==> src/include/mnx_consts.svh <==
`ifndef MNX_CONSTS_SVH
`define MNX_CONSTS_SVH
`define MNX_OPC_MUL_HI   7'h01
`define MNX_OPC_NEG_HI   7'h36
`define MNX_OPC_POP      16'h0006
`define MNX_OPC_PUSH     16'h0005
`define MNX_OPC_NOP      16'h0000
`define MNX_NOP_NIBBLE   4'hf
`define MNX_PC_STEP      21'h000002
`define MNX_STACK_DEPTH  31
`define MNX_SP_W         5
`define MNX_FLAG_C       0
`define MNX_FLAG_DC      1
`define MNX_FLAG_Z       2
`define MNX_FLAG_OV      3
`define MNX_FLAG_N       4
`define MNX_ACCESS_SPLIT 8'h80
`define MNX_ACCESS_HIGH  4'hf
`define MNX_ACCESS_LOW   4'h0
`define MNX_NEG_OVF_VAL  8'h80
`endif

==> src/include/mnx_pkg.sv <==
package mnx_pkg;
   typedef struct packed {
      logic [3:0] bank;
      logic [7:0] offset;
   } mnx_addr_t;

   typedef struct packed {
      logic [15:0] word;
      logic        valid;
   } mnx_instr_t;

   typedef struct packed {
      logic [7:0] high;
      logic [7:0] low;
   } mnx_prod_t;

   typedef enum logic [4:0] {
      MNX_OP_NONE = 5'h01,
      MNX_OP_MUL  = 5'h02,
      MNX_OP_NEG  = 5'h04,
      MNX_OP_POP  = 5'h08,
      MNX_OP_PUSH = 5'h10
   } mnx_op_t;
endpackage

==> src/design/mnx_bank_sel.sv <==
`timescale 1ns/1ns
`include "mnx_consts.svh"
module mnx_bank_sel
   import mnx_pkg::*;
(
   input  wire logic [7:0] offset_in,
   input  wire logic       access_bit_in,
   input  wire logic [3:0] bank_select_register_in,
   output mnx_pkg::mnx_addr_t addr_out
);
   always_comb begin
      addr_out.offset = offset_in;
      if (access_bit_in) begin
         addr_out.bank = bank_select_register_in;
      end else if (offset_in < `MNX_ACCESS_SPLIT) begin
         addr_out.bank = `MNX_ACCESS_LOW;
      end else begin
         addr_out.bank = `MNX_ACCESS_HIGH;
      end
   end
endmodule

==> src/design/mnx_exec.sv <==
`timescale 1ns/1ns
`include "mnx_consts.svh"
// Behaviour
// - multiply W by file into product pair
// - multiply keeps W, file, flags unchanged
// - access bit zero selects access bank
// - negate writes inverted plus one, flags
// - pop discards return stack top
// - push stores pc plus two on stack
module mnx_exec (
   input  wire logic                clk_in,
   input  wire logic                rst_n_in,
   input  mnx_pkg::mnx_instr_t      instr_in,
   input  wire logic [20:0]         pc_in,
   input  wire logic [7:0]          w_in,
   input  wire logic [3:0]          bank_select_register_in,
   input  wire logic [7:0]          file_rdata_in,
   output mnx_pkg::mnx_addr_t       file_addr_out,
   output logic [7:0]               file_wdata_out,
   output logic                     file_we_out,
   output mnx_pkg::mnx_prod_t       prod_out,
   output logic [4:0]               status_out,
   output logic [20:0]              return_stack_top_out,
   output logic [`MNX_SP_W-1:0]     stack_ptr_out
);
   import mnx_pkg::*;

   mnx_op_t             op;
   mnx_addr_t           addr_c;
   mnx_prod_t           prod_d, prod_q;
   logic [4:0]          status_d, status_q;
   logic [7:0]          neg_res;
   logic [15:0]         mul_full;
   logic [7:0]          wdata_d, wdata_q;
   logic                we_d, we_q;
   mnx_addr_t           waddr_d, waddr_q;
   logic [`MNX_SP_W-1:0] sp_d, sp_q;
   logic [20:0]         stack_d [1:`MNX_STACK_DEPTH];
   logic [20:0]         stack_q [1:`MNX_STACK_DEPTH];
   logic [20:0]         tos_d, tos_q;

   mnx_bank_sel u_bank (
      .offset_in               (instr_in.word[7:0]),
      .access_bit_in           (instr_in.word[8]),
      .bank_select_register_in (bank_select_register_in),
      .addr_out                (addr_c)
   );

   always_comb begin
      op = MNX_OP_NONE;
      if (instr_in.valid) begin
         // an all-ones top nibble is the tail of a two-word op; run alone it does nothing
         if (instr_in.word[15:12] == `MNX_NOP_NIBBLE || instr_in.word == `MNX_OPC_NOP) begin
            op = MNX_OP_NONE;
         end else if (instr_in.word[15:9] == `MNX_OPC_MUL_HI) begin
            op = MNX_OP_MUL;
         end else if (instr_in.word[15:9] == `MNX_OPC_NEG_HI) begin
            op = MNX_OP_NEG;
         end else if (instr_in.word == `MNX_OPC_POP) begin
            op = MNX_OP_POP;
         end else if (instr_in.word == `MNX_OPC_PUSH) begin
            op = MNX_OP_PUSH;
         end
      end
   end

   // both operands widened first so the upper byte of the product survives
   assign mul_full = {8'h00, w_in} * {8'h00, file_rdata_in};

   assign neg_res = 8'h00 - file_rdata_in;

   always_comb begin
      prod_d   = prod_q;
      status_d = status_q;
      wdata_d  = wdata_q;
      we_d     = 1'b0;
      waddr_d  = waddr_q;
      case (op)
         MNX_OP_MUL: begin
            prod_d = mul_full;
         end
         MNX_OP_NEG: begin
            we_d    = 1'b1;
            waddr_d = addr_c;
            wdata_d = ~file_rdata_in + 8'h01;
            status_d[`MNX_FLAG_N]  = neg_res[7];
            status_d[`MNX_FLAG_Z]  = (neg_res == 8'h00);
            status_d[`MNX_FLAG_OV] = (file_rdata_in == `MNX_NEG_OVF_VAL);
            status_d[`MNX_FLAG_C]  = (file_rdata_in == 8'h00);
            status_d[`MNX_FLAG_DC] = (file_rdata_in[3:0] == 4'h0);
         end
         default: begin
         end
      endcase
   end

   // slot 1 holds the oldest entry; a push at full depth overwrites the top slot
   always_comb begin
      sp_d  = sp_q;
      tos_d = tos_q;
      for (int i = 1; i <= `MNX_STACK_DEPTH; i++) begin
         stack_d[i] = stack_q[i];
      end
      case (op)
         MNX_OP_PUSH: begin
            if (sp_q != `MNX_SP_W'(`MNX_STACK_DEPTH)) begin
               sp_d = sp_q + `MNX_SP_W'(1);
            end
            tos_d = pc_in + `MNX_PC_STEP;
            stack_d[sp_d] = pc_in + `MNX_PC_STEP;
         end
         MNX_OP_POP: begin
            if (sp_q != '0) begin
               sp_d = sp_q - `MNX_SP_W'(1);
            end
            tos_d = (sp_d == '0) ? 21'h000000 : stack_q[sp_d];
         end
         default: begin
         end
      endcase
   end

   always_ff @(posedge clk_in) begin
      if (!rst_n_in) begin
         prod_q   <= '0;
         status_q <= '0;
         wdata_q  <= '0;
         we_q     <= 1'b0;
         waddr_q  <= '0;
         sp_q     <= '0;
         tos_q    <= '0;
         for (int i = 1; i <= `MNX_STACK_DEPTH; i++) begin
            stack_q[i] <= '0;
         end
      end else begin
         prod_q   <= prod_d;
         status_q <= status_d;
         wdata_q  <= wdata_d;
         we_q     <= we_d;
         waddr_q  <= waddr_d;
         sp_q     <= sp_d;
         tos_q    <= tos_d;
         for (int i = 1; i <= `MNX_STACK_DEPTH; i++) begin
            stack_q[i] <= stack_d[i];
         end
      end
   end

   assign file_addr_out        = waddr_q;
   assign file_wdata_out       = wdata_q;
   assign file_we_out          = we_q;
   assign prod_out             = prod_q;
   assign status_out           = status_q;
   assign return_stack_top_out = tos_q;
   assign stack_ptr_out        = sp_q;
endmodule

==> config.mk <==
export PLATFORM = sky130hd
export DESIGN_NAME = mnx_exec
export DESIGN_NICKNAME = d
export VERILOG_FILES = /design/src/include/mnx_pkg.sv /design/src/design/mnx_bank_sel.sv /design/src/design/mnx_exec.sv
export VERILOG_INCLUDE_DIRS = /design/src /design/src/include
export SDC_FILE = /design/constraint.sdc
export NUM_CORES = 2
export LEC_CHECK = 0
export ABC_AREA = 1
export BUFFER_PORTS_ARGS = -buffer_cell sky130_fd_sc_hd__buf_4
export CORE_MARGIN = 5
export CORE_UTILIZATION = 56
export DETAILED_ROUTE_END_ITERATION = 6
export MAX_ROUTING_LAYER = met4
export PLACE_DENSITY = 0.72
export SETUP_SLACK_MARGIN = 0.15
export SLEW_MARGIN = 30
export SYNTH_ARGS = -nofsm -noshare
export SYNTH_HDL_FRONTEND = slang
export SYNTH_SLANG_ARGS = --single-unit
==> constraint.sdc <==
create_clock -name clk_in -period 5.15 [get_ports clk_in]
set_input_delay 0.2575 -clock clk_in [delete_from_list [all_inputs] [get_ports clk_in]]
set_output_delay 0.2575 -clock clk_in [all_outputs]
set_load 0.02 [all_outputs]
After elaboration in Yosys (flattened, before gate mapping)

Memory sizes are Yosys's and may differ from the RTL's.
Index checks and enable logic that the tools add are counted.

Word-level logic and storage cells: 125
Bits of input ports: 60
Output and inout bits: 68
Memory bits (writable): 651
Bits in registers: 68
Memories: 1

Memory list:

| name    | depth | width | read ports | clocked after memory_dff | write ports | line           | text |
|---|---|---|---|---|---|---|---|
| stack_q | 31    | 21    | 32         | 0                        | 31          | mnx_exec.sv:39 | `` logic [20:0] stack_q [1:`MNX_STACK_DEPTH]; `` |

Order comparisons: 3
$add $sub $neg: 5
Equality and inequality tests: 11
Multipliers: 1
Bitwise logic cells: 33
Muxes and demuxes: 53
Reductions and logical operators: 9

Operator list:

| cell                                                                    | number |
|---|---|
| 21-bit 2-to-1 mux                                                       | 33 |
| 651-bit bitwise mux                                                     | 1 |
| 651-bit 2-to-1 mux                                                      | 1 |
| 21-bit demux with 5-bit select                                          | 1 |
| 5-bit 2-to-1 mux                                                        | 10 |
| 21-bit case mux with 2 select lines                                     | 1 |
| 16-bit by 3-bit equality test with 1-bit output (second input constant) | 2 |
| 1-bit bitwise OR                                                        | 31 |
| 21-bit by 2-bit adder with 21-bit output (second input constant)        | 1 |
| 16-bit zero test                                                        | 1 |
| 8-bit zero test                                                         | 2 |
| 8-bit by 8-bit multiplier with 16-bit output                            | 1 |
| 5-bit case mux with 2 select lines                                      | 1 |
| 8-bit by 1-bit adder with 8-bit output (second input constant)          | 1 |
| 8-bit equality test (second input constant)                             | 1 |
| 8-bit < comparator (second input constant)                              | 1 |
| 4-bit 2-to-1 mux                                                        | 2 |
| 8-bit NOT                                                               | 1 |
| 1-bit by 8-bit subtractor with 8-bit output (first input constant)      | 1 |
| 7-bit by 1-bit equality test with 1-bit output (second input constant)  | 1 |
| 7-bit by 6-bit equality test with 1-bit output (second input constant)  | 1 |
| 6-bit >= comparator (second input constant)                             | 1 |
| 6-bit by 1-bit < comparator with 1-bit output (second input constant)   | 1 |
| 5-bit NOT with 6-bit output                                             | 1 |
| other kinds (15)                                                        | 17 |

Logic depth before layout (Yosys ltp)

Word-level depth: 17
Gate-level depth with buffers: 22

Modules after synthesis

Synthesis repeated with hierarchy kept, for this count alone.

Cells, all modules: 4802
Area total of the unflattened synthesis: 34391.7 um2

Modules (own cells, without submodules):

| module       | area an instance (um2) | cells an instance | instances |
|---|---|---|---|
| mnx_exec     | 34291.6                | 4784              | 1 |
| mnx_bank_sel | 100.1                  | 18                | 1 |

Worst setup path before layout

Ideal clock, no wire load.

Path kind: input to register
Start point: input port file_rdata_in[2]
End point: register prod_q, in the netlist prod_out[13]
Arrival: 3.986 ns
Cell stages on the path: 18
Library setup time: 0.115 ns
Path slack: 1.048 ns
Cells stage by stage: clkbuf_1 > nand2_1 > inv_1 > fa_1 > fa_1 > inv_1 > fa_1 > fa_1 > inv_1 > ha_1 > nand2_1 > o21ai_0 > a21oi_1 > o21ai_0 > a21oi_1 > xor2_1 > o21ai_0 > inv_1

Cells in the longest elaborated chain, start to end: 1

Ends and longest elaborated chain:

| what                                         | line            | text |
|---|---|---|
| start, declared                              | mnx_exec.sv:17  | `input wire logic [7:0] file_rdata_in,` |
| 8-bit by 8-bit multiplier with 16-bit output | mnx_exec.sv:68  | `assign mul_full = {8'h00, w_in} * {8'h00, file_rdata_in};` |
| end signal, assigned                         | mnx_exec.sv:136 | `prod_q <= prod_d;` |
| end, declared                                | mnx_exec.sv:30  | `mnx_prod_t prod_d, prod_q;` |

No other way between the ends.
A chain may end at the register's enable or synchronous reset.

Worst setup path after layout

Start point: input port file_rdata_in[7]
End point: register prod_q, in the netlist prod_out[13]

Same word-level chain as after synthesis.

==> key figures <==
Status
  • Result of the run: finished with violations
  • Failing checks: design-rule violations

Pwr
  • Pwr Density: 311 mW/mm^2
  • Max IR drop VDD: about 0.00026 V
  • Reported leakage power: 0.0147 uW

Synthesis
  • Library cells used by synthesis: between 50 and 60
  • Compound-cell area share of the yosys netlist: between 10% and 20%
  • Number of nets produced by synthesis: 5309
  • Count of synthesis-stage warnings from yosys: 0
  • Area of the mapped netlist: around 0.035 sq mm
  • Number of synthesized flops with an enable pin: 0
  • Async set-or-reset flop fraction in the synthesized netlist: 0%
  • Number of cells produced by synthesis: a little over 5k
  • Area share of xor/xnor cells in the synthesized design: 0.965%
  • Predominant post-synthesis flop cell: sky130_fd_sc_hd__dfxtp_1
  • Multiplexer share of the synthesized area: 0%
  • Adder-cell share of the synthesized area: around 3.5%
  • Main combinational cell family by area after synthesis: simple AND/OR/NAND/NOR gates
  • Area fraction in and, or, nand and nor cells after synthesis: about a third
  • Average cell area after synthesis: 6.82 sq um
  • Post-synthesis register bit count: between 700 and 800
  • Fraction of the yosys area taken by sequential cells: 40.8%

Routing
  • Overall via count from detail_route: roughly 35k
  • Via density per instance: between 5 and 6
  • Post-detailed-route wirelength per cell: 20.0 microns
  • Total iterations of the first detailed-routing run: 7
  • Detailed Route Iter0 Violations: between 4k and 5k
  • DRC: 2
  • Drt total wl: 119 mm
  • Antenna-violating nets left: 0

Critical path
  • Type of element launching the critical path: primary input
  • Largest driver fanout on the critical path: 10
  • Data required, critical path: between 5000 and 6000 ps
  • Kind of critical path: in -> reg
  • Critical Path Sink Type: flop
  • Worst endpoint data arrival time: between 4000 and 5000 ps

Clock tree
  • Clock-pin slew of the registers on the worst-case setup and hold paths: approximately 60 ps
  • Hold bufs inserted after CTS: 10
  • Post-CTS Setup Bufs: 0
  • CTS Buf Count: about 80
  • Sink Count: around 720
  • Maximum buffer depth of the clock tree: 3
  • # resized after CTS: 0
  • Clock tree from TritonCTS: built
  • Worst skew pair latency: between 600 and 700 ps
  • Clock root buffer: sky130_fd_sc_hd__clkbuf_16
  • CTS H-Tree Depth: 3

Global routing
  • First-pass GRT wire length: approximately 180 mm
  • Number of global-route vias before repair: about 31k
  • Overall Global Routing Usage: 34.8%
  • Largest net degree at the start of global routing: between 150 and 200
  • Overall overflow remaining after global route: 0
  • Number of antenna violations at the first check in global routing: 0

Final layout
  • Total of fill cells in the finished design: 5815
  • Final standard cell utilization of the core: 62.6%
  • Layout cell share with drive strength beyond 1: under 10%
  • Most frequent cells in the layout: 1835 x sky130_fd_sc_hd__nand2_1, 736 x sky130_fd_sc_hd__a21oi_1, 718 x sky130_fd_sc_hd__dfxtp_1, 701 x sky130_fd_sc_hd__nand3_1, 225 x sky130_fd_sc_hd__inv_1
  • Antenna Cells: 0
  • Net count reported at finish: between 5k and 6k
  • Final standard cell count with taps included and fillers excluded: 5982
  • Most common cell after layout, fill and taps aside: sky130_fd_sc_hd__nand2_1
  • Area added between synthesis and finish: 11.4%

Die
  • Area of the die: ~0.068 sq mm
  • Width of the die: between 200 and 300 microns
  • Count of boundary I/O pins: approximately 130
  • Site Rows: 92
  • Initial core utilization: between 50 and 60%
  • Height of the chip: ~260 microns
  • Core Region: 0.0627 sq mm

STA
  • Final Hold Viols: 0
  • Final clock period utilization by the worst path: ~77%
  • Total Negative Setup Slacks: 0 ps
  • Number of pins with negative max-slew slack in the final report: 0
  • Min Clock Period, post-route: 3940 ps
  • Worst-case hold slack: roughly 27 ps
  • Relative slew margins: ~33%
  • Fmax: 254 MHz
  • Layout Skew: ~25 ps
  • Slew of the pin with the lowest slew margin: roughly 1000 ps
  • Setup repair after global routing missed its margin: false
  • Number of setup violations in the final report: 0

Worst hold path
  • Hold WC Path Type: in -> reg

Placed design
  • Final HPWL DP: 71.6 mm
  • Dpl cells: around 5.8k
  • Placer Congestion: ~0.94
  • Number of I/O port buffers: about 130

Job
  • Max-capacitance violation count: 0
==> metal layers <==
metal	track usage, %	vias to the layer above	routed length, microns
met5	-	-	0
met4	13.1	0	4740
met3	7.20	275	13000
met2	52.0	1892	52800
met1	46.9	16283	48800
li1	-	16589	-
==> flip-flops by register name (all words and copies together), names as in the netlist <==
name,cells
stack_q,651
return_stack_top_out,21
prod_out,16
file_addr_out,12
file_wdata_out,8
stack_ptr_out,5
status_out,4
file_we_out,1
==> worst max-delay path: stages <==
cell	delay (ps)
sky130_fd_sc_hd__dlygate4sd3_1	520
sky130_fd_sc_hd__buf_4	170
sky130_fd_sc_hd__nand2_1	80
sky130_fd_sc_hd__fa_1	480
sky130_fd_sc_hd__fa_1	500
sky130_fd_sc_hd__inv_1	50
sky130_fd_sc_hd__fa_1	470
sky130_fd_sc_hd__inv_1	50
sky130_fd_sc_hd__fa_1	470
sky130_fd_sc_hd__inv_1	40
sky130_fd_sc_hd__ha_1	360
sky130_fd_sc_hd__nand2_1	70
sky130_fd_sc_hd__inv_1	70
sky130_fd_sc_hd__a21oi_1	90
sky130_fd_sc_hd__o21ai_0	310
sky130_fd_sc_hd__a21oi_1	130
sky130_fd_sc_hd__xor2_1	150
sky130_fd_sc_hd__o21ai_0	140
sky130_fd_sc_hd__inv_1	50
==> final cells by class <==
cell class                      instances  area [sq um]  share of cell area [%]
Timing Repair Buffer                  227          1910                    4.87
Sequential cell                       718         14400                    36.6
Multi-Input combinational cell       3780         18300                    46.6
Tap cell                              846          1060                    2.70
Inverter                              269          1020                    2.61
Clock buffer                          120          2340                    5.97
Clock inverter                         22           239                   0.609
==> report_power, final <==
| group | total (uW) | switching [uW] | internal [uW] |
|---|---|---|---|
| Sequential | 5550 | 0.519 | 5550 |
| Clock | 5700 | 2350 | 3340 |
| Combinational | 964 | 660 | 304 |
==> synth_stat cells, types with 12 or more instances <==
| library cell | instances | share of area [%] |
|---|---|---|
| sky130_fd_sc_hd__inv_2 | 37 | 0.39 |
| sky130_fd_sc_hd__buf_6 | 13 | 0.42 |
| sky130_fd_sc_hd__nor3_2 | 12 | 0.34 |
| sky130_fd_sc_hd__dfxtp_1 | 718 | 41 |
| sky130_fd_sc_hd__buf_2 | 116 | 1.6 |
| sky130_fd_sc_hd__fa_1 | 36 | 2.0 |
| sky130_fd_sc_hd__xor2_1 | 25 | 0.62 |
| sky130_fd_sc_hd__clkbuf_1 | 224 | 2.4 |
| sky130_fd_sc_hd__nor2_1 | 79 | 0.84 |
| sky130_fd_sc_hd__buf_1 | 25 | 0.27 |
| sky130_fd_sc_hd__nand3b_1 | 19 | 0.40 |
| sky130_fd_sc_hd__ha_1 | 42 | 1.5 |
| sky130_fd_sc_hd__nand3_1 | 701 | 10 |
| sky130_fd_sc_hd__nand2_1 | 1840 | 20 |
| sky130_fd_sc_hd__buf_4 | 25 | 0.53 |
| sky130_fd_sc_hd__nor3_4 | 13 | 0.60 |
| sky130_fd_sc_hd__o21ai_0 | 187 | 2.7 |
| sky130_fd_sc_hd__a21oi_1 | 736 | 10 |
| sky130_fd_sc_hd__inv_1 | 226 | 2.4 |
==> through the flow <==
stage          worst slack (ps)  area [sq um]  power, uW
3_3_place_gp                809         36600       6620
3_5_place_dp                786         36600       6620
6_report                   1210         39300      12200
4_1_cts                    1230         39200      12200
2_1_floorplan              1050         35300       6320
5_1_grt                     961         39300      12600
==> kinds of logic after synthesis <==
group / after synthesis
buf+inv: 673
xor+xnor: 35
fa+ha+maj: 78
simple gates: 2719
flops: 718
compound gates: 948
==> final timing paths <==
kind | from | end | cells past startpoint | slack [ps]
worst max-delay path | file_rdata_in[7] | prod_out[13]$_SDFFE_PN0N_ | 19 | 1210
worst min-delay path | instr_in[16] | file_we_out$_SDFF_PN0_ | 4 | 30
worst max register to register | stack_ptr_out[0]$_SDFFE_PN0P_ | return_stack_top_out[20]$_SDFFE_PN0P_ | 15 | 1510
worst min register to register | stack_q[1][16]$_SDFFE_PN0P_ | stack_q[1][16]$_SDFFE_PN0P_ | 2 | 460
No activity file was read; power rests on OpenSTA's default activity.
